[config.mk]
export PLATFORM = sky130hd
export DESIGN_NAME = out1_channel_regs
export DESIGN_NICKNAME = d
export VERILOG_FILES = /design/src/out1_cfg_pkg.sv /design/src/out1_channel_regs.sv /design/src/out1_divider.sv
export SDC_FILE = /design/constraint.sdc
export NUM_CORES = 1
export LEC_CHECK = 0
export BUFFER_PORTS_ARGS = -buffer_cell sky130_fd_sc_hd__buf_2
export CAP_MARGIN = 20
export CORE_UTILIZATION = 63
export CTS_BUF_LIST = sky130_fd_sc_hd__clkbuf_8
export DETAILED_ROUTE_END_ITERATION = 8
export PLACE_DENSITY = 0.83
export SLEW_MARGIN = 15
export SYNTH_ARGS = -nofsm -noshare
export SYNTH_HDL_FRONTEND = slang
export SYNTH_SLANG_ARGS = --single-unit
[constraint.sdc]
create_clock -name clk_sys -period 6.4 [get_ports clk_sys]
set_input_delay 1.6 -clock clk_sys [delete_from_list [all_inputs] [get_ports clk_sys]]
set_output_delay 1.6 -clock clk_sys [all_outputs]
set_load 0.05 [all_outputs]
[src/out1_cfg_pkg.sv]
// ==========================================================
// output channel one configuration constants
package out1_cfg_pkg;

  // ==========================================================
  // register offsets
  localparam logic [7:0]  DIV_CTRL_OFFSET   = 8'h25; // divider source/value
  localparam logic [7:0]  BUF_SYNC_OFFSET   = 8'h26; // buffer and sync
  localparam logic [7:0]  SWITCH_OFFSET     = 8'h27; // switch mode
  localparam logic [7:0]  SUPPLY_OFFSET     = 8'h28; // supply level
  localparam logic [7:0]  OUT2_RSVD_OFFSET  = 8'h29; // second channel word

  // ==========================================================
  // values after reset
  localparam logic [15:0] DIV_CTRL_RESET    = 16'h8003;
  localparam logic [15:0] BUF_SYNC_RESET    = 16'h0009;
  localparam logic [15:0] SWITCH_RESET      = 16'h0679;
  localparam logic [15:0] SUPPLY_RESET      = 16'h0008;
  localparam logic [15:0] OUT2_RSVD_RESET   = 16'h8000;

  // ==========================================================
  // field positions
  localparam int          ALIGN_DELAY_MSB   = 15;
  localparam int          ALIGN_DELAY_LSB   = 11;
  localparam int          ALIGN_EN_BIT      = 10;
  localparam int          QUIET_SEL_BIT     = 8;
  localparam int          QUIET_BIT         = 7;
  localparam int          FORMAT_MSB        = 4;
  localparam int          FORMAT_LSB        = 2;
  localparam int          SOURCE_MSB        = 1;
  localparam int          SOURCE_LSB        = 0;
  localparam int          SMOOTH_BIT        = 0;
  localparam int          LOW_SUPPLY_BIT    = 3;
  localparam int          DIV_SEL_MSB       = 15;
  localparam int          DIV_SEL_LSB       = 14;
  localparam int          DIV_VAL_MSB       = 13;
  localparam int          DIV_VAL_LSB       = 0;

  // ==========================================================
  // driver format codes
  localparam logic [2:0]  FMT_DISABLED      = 3'h0;
  localparam logic [2:0]  FMT_LVDS          = 3'h1;
  localparam logic [2:0]  FMT_HCSL          = 3'h2;
  localparam logic [2:0]  FMT_CML           = 3'h3;
  localparam logic [2:0]  FMT_LVPECL        = 3'h4;

  // ==========================================================
  // divider input selections
  localparam logic [1:0]  SEL_PRESCALER_A   = 2'h0;
  localparam logic [1:0]  SEL_PRESCALER_B   = 2'h1;
  localparam logic [1:0]  SEL_REFERENCE     = 2'h3;

  // ==========================================================
  // divider state
  typedef enum logic {DIV_RUN, DIV_HOLD} div_state_t;

endpackage : out1_cfg_pkg

[src/out1_channel_regs.sv]
`timescale 1ns/10ps
`default_nettype none
// How it works
// RL1: alignment delay in bits 15-11, selected divider input periods
// RL2: bit 10 enables alignment, resets off
// RL3: bit 8 picks muted leg levels
// RL4: bit 7 mutes output, resets unmuted
// RL5: format field 4-2, resets to HCSL
// RL6: switch mode bit 0, resets glitch-free
// RL7: supply flag bit 3, resets to 1.8V
// RL8: divider divides input; zero powers down
// RL9: divider input: prescaler A, B, reference
// RL10: software keeps reserved fields at reset values
// ==========================================================
// output channel one configuration and output path
module out1_channel_regs
  import out1_cfg_pkg::*;
(
  input  wire logic        clk_sys,
  input  wire logic        srst,
  input  wire logic [7:0]  reg_addr,
  input  wire logic        reg_write,
  input  wire logic [15:0] reg_wdata,
  input  wire logic        reg_read,
  output logic      [15:0] reg_rdata,
  output logic             reg_rvalid,
  input  wire logic        prescaler_a,
  input  wire logic        prescaler_b,
  input  wire logic        ref_clk_in,
  input  wire logic        align_trigger,
  output logic             out1_p,
  output logic             out1_n,
  output logic             out1_drive_en,
  output logic      [2:0]  out1_driver_format,
  output logic             out1_low_supply_flag,
  output logic      [1:0]  out1_source_select
);

  // ==========================================================
  // register storage
  logic [15:0] div_ctrl;          // divider input select and value
  logic [15:0] buf_sync;          // buffer and sync control
  logic [15:0] switch_ctrl;       // switch mode control
  logic [15:0] supply_ctrl;       // supply level control
  logic [15:0] out2_word;         // second channel reserved word
  logic [15:0] next_div_ctrl;
  logic [15:0] next_buf_sync;
  logic [15:0] next_switch_ctrl;
  logic [15:0] next_supply_ctrl;
  logic [15:0] next_out2_word;
  logic [15:0] next_rdata;

  // input synchronisers: align, ref, b, a
  logic [3:0]  sync1;             // first stage, read by sync2 only
  logic [3:0]  sync2;             // second stage
  logic        trig_prev;         // trigger level one cycle ago
  logic        src_level;         // selected divider input
  logic        align_pulse;       // trigger rising edge
  logic        div_out;           // divided clock level
  logic        next_p;
  logic        next_n;
  logic        next_drive_en;

  // ==========================================================
  // register read decode
  function automatic logic [15:0] read_word(input logic [7:0] a,
      input logic [15:0] r25, input logic [15:0] r26,
      input logic [15:0] r27, input logic [15:0] r28,
      input logic [15:0] r29);
    if (a == DIV_CTRL_OFFSET) begin
      return r25;
    end else if (a == BUF_SYNC_OFFSET) begin
      return r26;
    end else if (a == SWITCH_OFFSET) begin
      return r27;
    end else if (a == SUPPLY_OFFSET) begin
      return r28;
    end else if (a == OUT2_RSVD_OFFSET) begin
      return r29;
    end else begin
      return 16'h0000; // unmapped reads as zero
    end
  endfunction : read_word

  // next register values from writes
  always_comb begin
    next_div_ctrl    = div_ctrl;
    next_buf_sync    = buf_sync;
    next_switch_ctrl = switch_ctrl;
    next_supply_ctrl = supply_ctrl;
    next_out2_word   = out2_word;
    // every bit stored, reserved ones kept as written
    if (reg_write) begin
      if (reg_addr == DIV_CTRL_OFFSET) begin
        next_div_ctrl = reg_wdata;
      end else if (reg_addr == BUF_SYNC_OFFSET) begin
        next_buf_sync = reg_wdata;
      end else if (reg_addr == SWITCH_OFFSET) begin
        next_switch_ctrl = reg_wdata;
      end else if (reg_addr == SUPPLY_OFFSET) begin
        next_supply_ctrl = reg_wdata;
      end else if (reg_addr == OUT2_RSVD_OFFSET) begin
        next_out2_word = reg_wdata;
      end
    end
    next_rdata = reg_read ? read_word(reg_addr, div_ctrl, buf_sync,
                                      switch_ctrl, supply_ctrl, out2_word)
                          : reg_rdata;
  end

  // register the bank and read answer
  always_ff @(posedge clk_sys) begin
    if (srst) begin
      div_ctrl    <= DIV_CTRL_RESET;
      buf_sync    <= BUF_SYNC_RESET;    // format HCSL, unmuted, see RL5
      switch_ctrl <= SWITCH_RESET;      // glitch-free default, see RL6
      supply_ctrl <= SUPPLY_RESET;      // 1.8 V default, see RL7
      out2_word   <= OUT2_RSVD_RESET;
      reg_rdata   <= 16'h0000;
      reg_rvalid  <= 1'b0;
    end else begin
      div_ctrl    <= next_div_ctrl;
      buf_sync    <= next_buf_sync;
      switch_ctrl <= next_switch_ctrl;
      supply_ctrl <= next_supply_ctrl;
      out2_word   <= next_out2_word;
      reg_rdata   <= next_rdata;
      reg_rvalid  <= reg_read;
    end
  end

  // ==========================================================
  // input synchronisers and source select
  always_comb begin
    // pick the divider input, see RL9
    if (div_ctrl[DIV_SEL_MSB:DIV_SEL_LSB] == SEL_PRESCALER_A) begin
      src_level = sync2[0];
    end else if (div_ctrl[DIV_SEL_MSB:DIV_SEL_LSB] == SEL_PRESCALER_B) begin
      src_level = sync2[1];
    end else if (div_ctrl[DIV_SEL_MSB:DIV_SEL_LSB] == SEL_REFERENCE) begin
      src_level = sync2[2];
    end else begin
      src_level = 1'b0; // undefined selection stays quiet
    end
    align_pulse = sync2[3] & ~trig_prev;
  end

  // two stage capture of pin levels
  always_ff @(posedge clk_sys) begin
    if (srst) begin
      sync1     <= 4'h0;
      sync2     <= 4'h0;
      trig_prev <= 1'b0;
    end else begin
      sync1     <= {align_trigger, ref_clk_in, prescaler_b, prescaler_a};
      sync2     <= sync1;
      trig_prev <= sync2[3];
    end
  end

  // ==========================================================
  // channel divider
  out1_divider u_divider (
    .clk_sys       (clk_sys),
    .srst          (srst),
    .src_level     (src_level),
    .align_pulse   (align_pulse),
    .align_enable  (buf_sync[ALIGN_EN_BIT]),
    .align_delay   (buf_sync[ALIGN_DELAY_MSB:ALIGN_DELAY_LSB]),
    .divide_value  (div_ctrl[DIV_VAL_MSB:DIV_VAL_LSB]),
    .smooth_switch (switch_ctrl[SMOOTH_BIT]),
    .div_out       (div_out)
  );

  // ==========================================================
  // output buffer levels
  always_comb begin
    next_p        = 1'b0;
    next_n        = 1'b0;
    next_drive_en = 1'b1;
    if (buf_sync[FORMAT_MSB:FORMAT_LSB] == FMT_DISABLED) begin
      next_drive_en = 1'b0; // buffer off, see RL5
    end else if (buf_sync[QUIET_BIT]) begin
      // muted static levels, see RL4
      next_p = buf_sync[QUIET_SEL_BIT];  // see RL3
      next_n = ~buf_sync[QUIET_SEL_BIT];
    end else begin
      next_p = div_out;
      next_n = ~div_out;
    end
  end

  // register pins and config outputs
  always_ff @(posedge clk_sys) begin
    if (srst) begin
      out1_p               <= 1'b0;
      out1_n               <= 1'b0;
      out1_drive_en        <= 1'b0;
      out1_driver_format   <= FMT_HCSL;
      out1_low_supply_flag <= SUPPLY_RESET[LOW_SUPPLY_BIT];
      out1_source_select   <= BUF_SYNC_RESET[SOURCE_MSB:SOURCE_LSB];
    end else begin
      out1_p               <= next_p;
      out1_n               <= next_n;
      out1_drive_en        <= next_drive_en;
      out1_driver_format   <= buf_sync[FORMAT_MSB:FORMAT_LSB];
      out1_low_supply_flag <= supply_ctrl[LOW_SUPPLY_BIT]; // see RL7
      out1_source_select   <= buf_sync[SOURCE_MSB:SOURCE_LSB];
    end
  end
endmodule : out1_channel_regs
`default_nettype wire

[src/out1_divider.sv]
`timescale 1ns/10ps
`default_nettype none
// ==========================================================
// integer divider with alignment hold and smooth switching
module out1_divider
  import out1_cfg_pkg::*;
(
  input  wire logic        clk_sys,
  input  wire logic        srst,
  input  wire logic        src_level,
  input  wire logic        align_pulse,
  input  wire logic        align_enable,
  input  wire logic [4:0]  align_delay,
  input  wire logic [13:0] divide_value,
  input  wire logic        smooth_switch,
  output logic             div_out
);

  div_state_t  state;        // running or held for alignment
  div_state_t  next_state;
  logic [13:0] cur_div;      // divide value in force
  logic [13:0] next_cur_div;
  logic [13:0] cnt;          // source edges within period
  logic [13:0] next_cnt;
  logic [4:0]  hold_cnt;     // source edges left in hold
  logic [4:0]  next_hold_cnt;
  logic        src_prev;     // source level one cycle ago
  logic        next_out;
  logic        rise;         // source rising edge

  // ==========================================================
  // high part of one output period, rounded up
  function automatic logic [13:0] high_phase(input logic [13:0] d);
    logic [14:0] w;
    w = {1'b0, d} + 15'h0001;
    return w[14:1];
  endfunction : high_phase

  assign rise = src_level & ~src_prev;

  // next divider values
  always_comb begin
    next_state    = state;
    next_cur_div  = cur_div;
    next_cnt      = cnt;
    next_hold_cnt = hold_cnt;
    case (state)
      DIV_RUN: begin
        if (rise && cur_div != 14'h0000) begin
          // count input edges to divide, see RL8
          next_cnt = (cnt >= 14'(cur_div - 14'h0001)) ? 14'h0000
                                                       : 14'(cnt + 14'h0001);
        end
      end
      DIV_HOLD: begin
        next_cnt = 14'h0000;
        if (rise) begin
          // delay counted in selected input periods, see RL1
          if (hold_cnt == 5'h00) begin
            next_state = DIV_RUN;
          end else begin
            next_hold_cnt = 5'(hold_cnt - 5'h01);
          end
        end
      end
      default: next_state = DIV_RUN;
    endcase
    // after counting, so a restart beats an edge in the same cycle
    if (divide_value != cur_div) begin
      if (!smooth_switch) begin
        // immediate change restarts the period, see RL6
        next_cur_div = divide_value;
        next_cnt     = 14'h0000;
      end else if (cur_div == 14'h0000 ||
                   (rise && cnt == 14'(cur_div - 14'h0001))) begin
        // smooth change waits for the period boundary, see RL6
        next_cur_div = divide_value;
      end
    end
    if (align_pulse && align_enable) begin
      // alignment only when the channel takes part, see RL2
      next_state    = DIV_HOLD;
      next_hold_cnt = align_delay;
      next_cnt      = 14'h0000;
    end
    // output level from the coming count
    if (next_cur_div == 14'h0000 || next_state == DIV_HOLD) begin
      next_out = 1'b0; // zero divide value powers down, see RL8
    end else if (next_cur_div == 14'h0001) begin
      next_out = src_level;
    end else begin
      next_out = (next_cnt < high_phase(next_cur_div));
    end
  end

  // register divider state
  always_ff @(posedge clk_sys) begin
    if (srst) begin
      state    <= DIV_RUN;
      cur_div  <= DIV_CTRL_RESET[DIV_VAL_MSB:DIV_VAL_LSB];
      cnt      <= 14'h0000;
      hold_cnt <= 5'h00;
      src_prev <= 1'b0;
      div_out  <= 1'b0;
    end else begin
      state    <= next_state;
      cur_div  <= next_cur_div;
      cnt      <= next_cnt;
      hold_cnt <= next_hold_cnt;
      src_prev <= src_level;
      div_out  <= next_out;
    end
  end
endmodule : out1_divider
`default_nettype wire

==> impl_metrics.csv, run 1 <==
group,metric,value,unit
synthesis,yosysTopAreaCell,"dfxtp_1",
synthesis,netlist_area,7760,sq um
clock_tree,clk_pin_slew_worst_paths,0.08,ns
power,peakVddDrop,0.200,mV
placed_design,place_worst_setup_slack,0.490,ns
sta,rsz0062_at_grt,"no",
clock_tree,clk_latency,0.45,ns
detailed_routing,wl_per_cell,17.9,um
global_routing,grt_usage,0.328,
worst_setup_path,startpoint,"u_divider.cur_div[4]$_SDFF_PP0_",
clock_tree,cts_tree,"done",
cells_and_area,areaGrowthSynthToFinish,7.43,%
worst_setup_path,cp.buffers_inverters,2,
run_status,status,"completed",
sta,min_period,6.05,ns
clock_tree,clock_sinks,151,
die,start_util,0.646,
worst_setup_path,cpMostUsedCell,"ha_1",
worst_setup_path,cp_cell_sequence,"or4_1 > or3_1 > nor3_1 > xnor2_1 > ha_1 > nand4_1 > nor2_1 > a31oi_1 > a21boi_4 > a21oi_2 > inv_1 > ha_1 > inv_1 > or3_1 > xnor2_1 > a21oi_1 > ha_1 > a21o_1 > a21o_1 > a2111oi_0 > o21ai_0 > nor4bb_1 > o21ai_0 > a21oi_1",
synthesis,syn_nets,1031,
cells_and_area,finalNetCount,1038,
synthesis,synthDistinctLibCells,54,
sta,finalMaxSlewViolations,0,
worst_setup_path,cp-end-kind,"flop",
worst_setup_path,cpMaxStageDelayCell,"or4_1",
worst_setup_path,arrival,6.44,ns
die,io_pins,58,
global_routing,grt_max_degree,68,
worst_setup_path,ff2ff_path_depth,24,
worst_setup_path,endpoint,"u_divider.div_out$_SDFF_PP0_",
synthesis,yosysWarnings,0,
worst_setup_path,worstSetupPathType,"flop to flop",
worst_setup_path,cp_max_fo,12,
synthesis,synth.area.top_cells,"dfxtp_1, nand2_1, ha_1",
min_path,hold_class,"flop to flop",
worst_setup_path,critPathRequiredTime,6.79,ns
sta,fin_worst_skew,0.0106,ns
detailed_routing,routed_wl,20.2,mm
detailed_routing,vias_per_cell,6.20,
sta,setup_slack,0.351,ns
global_routing,antenna_found_initial,0,
sta,worst_pin_slew,1.06,ns
synthesis,synthCells,964,
detailed_routing,vias,6991,
synthesis,synth_seq_area_share,0.389,
die,fp.dieH,113,um
synthesis,synth_edf_count,0,
clock_tree,ctsLongestPathBuffers,2,
die,core,12000,sq um
clock_tree,numCtsBuffers,17,
worst_setup_path,r2r_slack,0.35,ns
die,die_w,113,um
synthesis,ys.flop_type,"dfxtp_1",
sta,fin_crit_sh,0.945,
worst_setup_path,cp.depth,24,
cells_and_area,fill_cells,1000,
worst_setup_path,r2r-start,"u_divider.cur_div[4]$_SDFF_PP0_",
flow_run,max_cap_viol_count,0,
cells_and_area,mostFrequentLayoutCell,"nand2_1",
placed_design,gp_congestion,0.891,
sta,setup_tns,0,ns
global_routing,grt_overflow,0,
sta,fmax,0.165,GHz
die,rows,40,
die,die_area,12800,sq um
power,power,1.79,mW
sta,hold_viol,0,
global_routing,grt_pass1_wl,32.7,mm
synthesis,synth_top_area_share,0.389,
sta,setup_viol,0,
worst_setup_path,start_kind,"flop",
worst_setup_path,crit_family,"simple AND/OR/NAND/NOR gates",
power,cellLeakagePower,3.24,nW
synthesis,yosys_register_bits,151,
cells_and_area,drive_above_1_share,0.108,
power,power_density,214,nW/um^2
synthesis,synthArstFlopShare,0,
global_routing,grt_pass1_vias,6563,
detailed_routing,drc_errors,0,
clock_tree,root_buffer,"clkbuf_8",
cells_and_area,n_antenna_cell,0,
synthesis,syn_avg_cell_area,8.05,sq um
clock_tree,cts_setup_buffers,0,
worst_setup_path,cpPeakStageDelay,0.60,ns
detailed_routing,dr.pass1.iters,6,
worst_setup_path,r2r_end,"u_divider.div_out$_SDFF_PP0_",
clock_tree,hold_buffers,0,
clock_tree,htreeDepth,4,
detailed_routing,drt_iter0_markers,587,
placed_design,hpwlAfterDp,13.7,mm
detailed_routing,detail-route-antenna-nets,0,
placed_design,io_buffer_count,57,
clock_tree,post_cts_resized,0,
cells_and_area,layout_common_cells,"nand2_1, dfxtp_1, nor2_1, a21oi_1, buf_2",
sta,relSlewSlack,0.292,
-- per-layer routing --
metal,track usage,share of wire,up-vias
met2,0.530,0.47,291
met4,0.127,0.023,0
met5,0,0,-
li1,-,-,3336
met3,0.0653,0.072,44
met1,0.433,0.44,3320
-- registers in the layout, indices dropped and copies added, names as in the netlist, 4 cells and up --
signal and cells:
div_ctrl 16, u_divider.cur_div 14, sync1 4, u_divider.hold_cnt 5, u_divider.cnt 14, sync2 4
buf_sync 16, supply_ctrl 16, out2_word 16, reg_rdata 16, switch_ctrl 16
-- logic make-up after synthesis --
logic type	Yosys count	share of synthesized area
buf+inv	88	0.0501
fa+ha+maj	35	0.0564
compound gates	191	0.148
mux	35	0.0463
xor+xnor	62	0.0700
flops	151	0.389
simple gates	402	0.240
-- area by class of cell --
class | count | area, sq um | area share
Timing Repair Buffer | 63 | 333 | 0.0399
Tap cell | 147 | 184 | 0.0221
Multi-Input combinational cell | 725 | 4360 | 0.523
Clock inverter | 10 | 131 | 0.0158
Clock buffer | 19 | 262 | 0.0314
Sequential cell | 151 | 3020 | 0.363
Inverter | 13 | 48.8 | 0.00585
-- cell usage after synthesis, types with 3 or more instances --
library cell and instances:
a21oi_1 83, buf_2 13, and2_1 4, a22oi_1 16
xor2_1 31, nand3_1 33, or3_1 3, and4_1 4
nor4_1 8, o21ai_0 41, o211ai_1 3, nor2_1 92
buf_4 5, a311oi_1 18, buf_1 4, and3_1 8
buf_6 3, inv_1 12, nand3b_1 4, nand2b_1 3
nand2_1 170, mux2_2 3, mux2i_1 31, nor3_1 23
and3b_1 3, or2_2 3, or4_1 3, nor2b_1 15
o21ai_1 4, dfxtp_1 151, xnor2_1 31, a211oi_1 6
o21a_1 3, clkbuf_1 49, ha_1 35, nand4_1 18
a21o_1 6
-- metrics by stage --
step | area (sq um) | std cells | hold WS (ns) | util
3_5_place_dp | 7950 | 1099 | 0.428 | 0.661
3_3_place_gp | 7950 | 1099 | 0.417 | 0.661
6_report | 8340 | 1128 | 0.438 | 0.694
5_1_grt | 8340 | 1128 | 0.453 | 0.694
2_1_floorplan | 7760 | 964 | 0.414 | -
4_1_cts | 8340 | 1128 | 0.442 | 0.694
-- where the power goes --
part	internal [mW]	switching [mW]
combinational	0.0218	0.0667
clock	0.397	0.347
sequential	0.949	0.00490
total	1.37	0.419
-- how the worst min path moves through the flow --
stage,start,endpoint,slack [ns],depth (start not counted)
finish,sync1[1]$_SDFF_PP0_,sync2[1]$_SDFF_PP0_,0.44,1
global route,sync1[0]$_SDFF_PP0_,sync2[0]$_SDFF_PP0_,0.45,1
CTS,sync1[1]$_SDFF_PP0_,sync2[1]$_SDFF_PP0_,0.44,1
detailed placement,sync1[0]$_SDFF_PP0_,sync2[0]$_SDFF_PP0_,0.43,1
global placement,sync1[0]$_SDFF_PP0_,sync2[0]$_SDFF_PP0_,0.42,1
floorplan,sync1[0]$_SDFF_PP0_,sync2[0]$_SDFF_PP0_,0.41,1
No activity file was read; power rests on OpenSTA's default activity.
==> run 2: changes to the inputs <==
Settings changed: PLACE_DENSITY 0.83 to default, PLACE_DENSITY_LB_ADDON from default to 0.2, SKIP_CTS_REPAIR_TIMING from default to 1.
==> run 2 against run 1 <==
Compared with the run above: utilization down 0.34 points; power down 6.0%; sequential share of layout area up 0.18 points; sequential power about the same; critical path depth unchanged; clock skew down 0.0017 ns; non-clock buffer count up 2; critical path type unchanged; highest routed layer unchanged.
==> impl_metrics.csv, run 2 (synthesis gave the netlist of run 1 again) <==
group,metric,value,unit
clock_tree,numCtsBuffers,17,
flow_run,max_cap_viol_count,0,
detailed_routing,dr.pass1.iters,5,
cells_and_area,layout_common_cells,"nand2_1, dfxtp_1, nor2_1, a21oi_1, buf_2",
cells_and_area,drive_above_1_share,0.111,
clock_tree,htreeDepth,4,
die,start_util,0.646,
sta,timing.hold.ws,0.447,ns
worst_setup_path,start_kind,"flop",
sta,setup_tns,0,ns
min_path,hold_class,"flop to flop",
global_routing,antenna_found_initial,0,
power,peakVddDrop,0.183,mV
die,die_w,113,um
power,cellLeakagePower,3.23,nW
placed_design,io_buffer_count,57,
placed_design,hpwlAfterDp,13.5,mm
power,power_density,202,nW/um^2
cells_and_area,fill_cells,1046,
worst_setup_path,cp_max_fo,12,
die,io_pins,58,
die,rows,40,
worst_setup_path,cp-end-kind,"flop",
sta,setup_viol,0,
detailed_routing,drt_iter0_markers,472,
sta,setup_slack,0.517,ns
cells_and_area,mostFrequentLayoutCell,"nand2_1",
die,die_area,12800,sq um
run_status,status,"completed",
placed_design,place_worst_setup_slack,0.453,ns
die,core,12000,sq um
placed_design,gp_congestion,0.885,
detailed_routing,vias,6727,
clock_tree,ctsLongestPathBuffers,2,
cells_and_area,multi_input_area,4360,sq um
detailed_routing,drc_errors,0,
power,power,1.68,mW
cells_and_area,seq_area,3020,sq um
sta,min_period,5.88,ns
sta,fin_worst_skew,0.00897,ns
cells_and_area,finalNetCount,1040,
clock_tree,root_buffer,"clkbuf_8",
sta,worst_pin_slew,0.981,ns
sta,fmax,0.170,GHz
worst_setup_path,arrival,6.27,ns
global_routing,grt_usage,0.314,
clock_tree,cts_tree,"done",
worst_setup_path,worstSetupPathType,"flop to flop",
detailed_routing,detail-route-antenna-nets,0,
detailed_routing,routed_wl,19.3,mm
clock_tree,clk_latency,0.45,ns
die,fp.dieH,113,um
detailed_routing,vias_per_cell,5.94,
global_routing,grt_max_degree,68,
sta,relSlewSlack,0.346,
cells_and_area,areaGrowthSynthToFinish,6.90,%
clock_tree,clock_sinks,151,
cells_and_area,final_area,8300,sq um
sta,hold_viol,0,
sta,fin_crit_sh,0.919,
global_routing,grt_overflow,0,
detailed_routing,wl_per_cell,17.0,um
clock_tree,clk_pin_slew_worst_paths,0.08,ns
global_routing,grt_pass1_wl,31.6,mm
placed_design,dpl_cell_area,7950,sq um
sta,finalMaxSlewViolations,0,
worst_setup_path,critPathRequiredTime,6.79,ns
cells_and_area,n_antenna_cell,0,
global_routing,grt_pass1_vias,6267,
[run 2: power breakdown]
group	total (mW)	internal [mW]	switching [mW]
sequential	0.954	0.949	0.00492
combinational	0.0882	0.0222	0.0660
clock	0.637	0.289	0.348
[run 2: area by class of cell]
class	count	share of cell area
multi-input combinational	725	0.525
sequential	151	0.364
inverter	13	0.00588
tap	147	0.0222
timing repair buffer	65	0.0419
clock inverter	11	0.00739
clock buffer	20	0.0332
[run 2: path summary, 6_finish.rpt]
| kind | from | end | slack, ns | cells past startpoint |
|---|---|---|---|---|
| worst max-delay path | u_divider.cur_div[5]$_SDFF_PP0_ | u_divider.div_out$_SDFF_PP0_ | 0.52 | 24 |
| worst min-delay path | sync1[2]$_SDFF_PP0_ | sync2[2]$_SDFF_PP0_ | 0.45 | 1 |
| worst max register to register | u_divider.cur_div[5]$_SDFF_PP0_ | u_divider.div_out$_SDFF_PP0_ | 0.52 | 24 |
| worst min register to register | sync1[2]$_SDFF_PP0_ | sync2[2]$_SDFF_PP0_ | 0.45 | 1 |
[run 2: stage by stage]
stage	instances	util
floorplan	964	-
global placement	1099	0.661
detailed placement	1099	0.661
CTS	1130	0.689
global route	1132	0.691
finish	1132	0.691
[run 2: metal layers]
layer,global-route usage,wire length (um)
met1,0.408,8500
met2,0.525,9180
met3,0.0627,1210
met4,0.105,394
met5,0,0
[run 2: worst max-delay path, stage by stage, from the launching register on]
cell,delay [ns]
dfxtp_1,0.45
or4_1,0.60
or3_1,0.34
nor3_1,0.18
xnor2_1,0.10
ha_1,0.30
nand4_1,0.12
nor2_1,0.17
a31oi_1,0.14
a21boi_4,0.35
a21oi_2,0.13
inv_1,0.10
ha_1,0.23
inv_1,0.10
or3_1,0.42
xnor2_1,0.14
a21oi_1,0.17
ha_1,0.26
a21o_1,0.16
a21o_1,0.16
a2111oi_0,0.37
o21ai_0,0.27
nor4bb_1,0.31
o21ai_0,0.12
a21oi_1,0.12
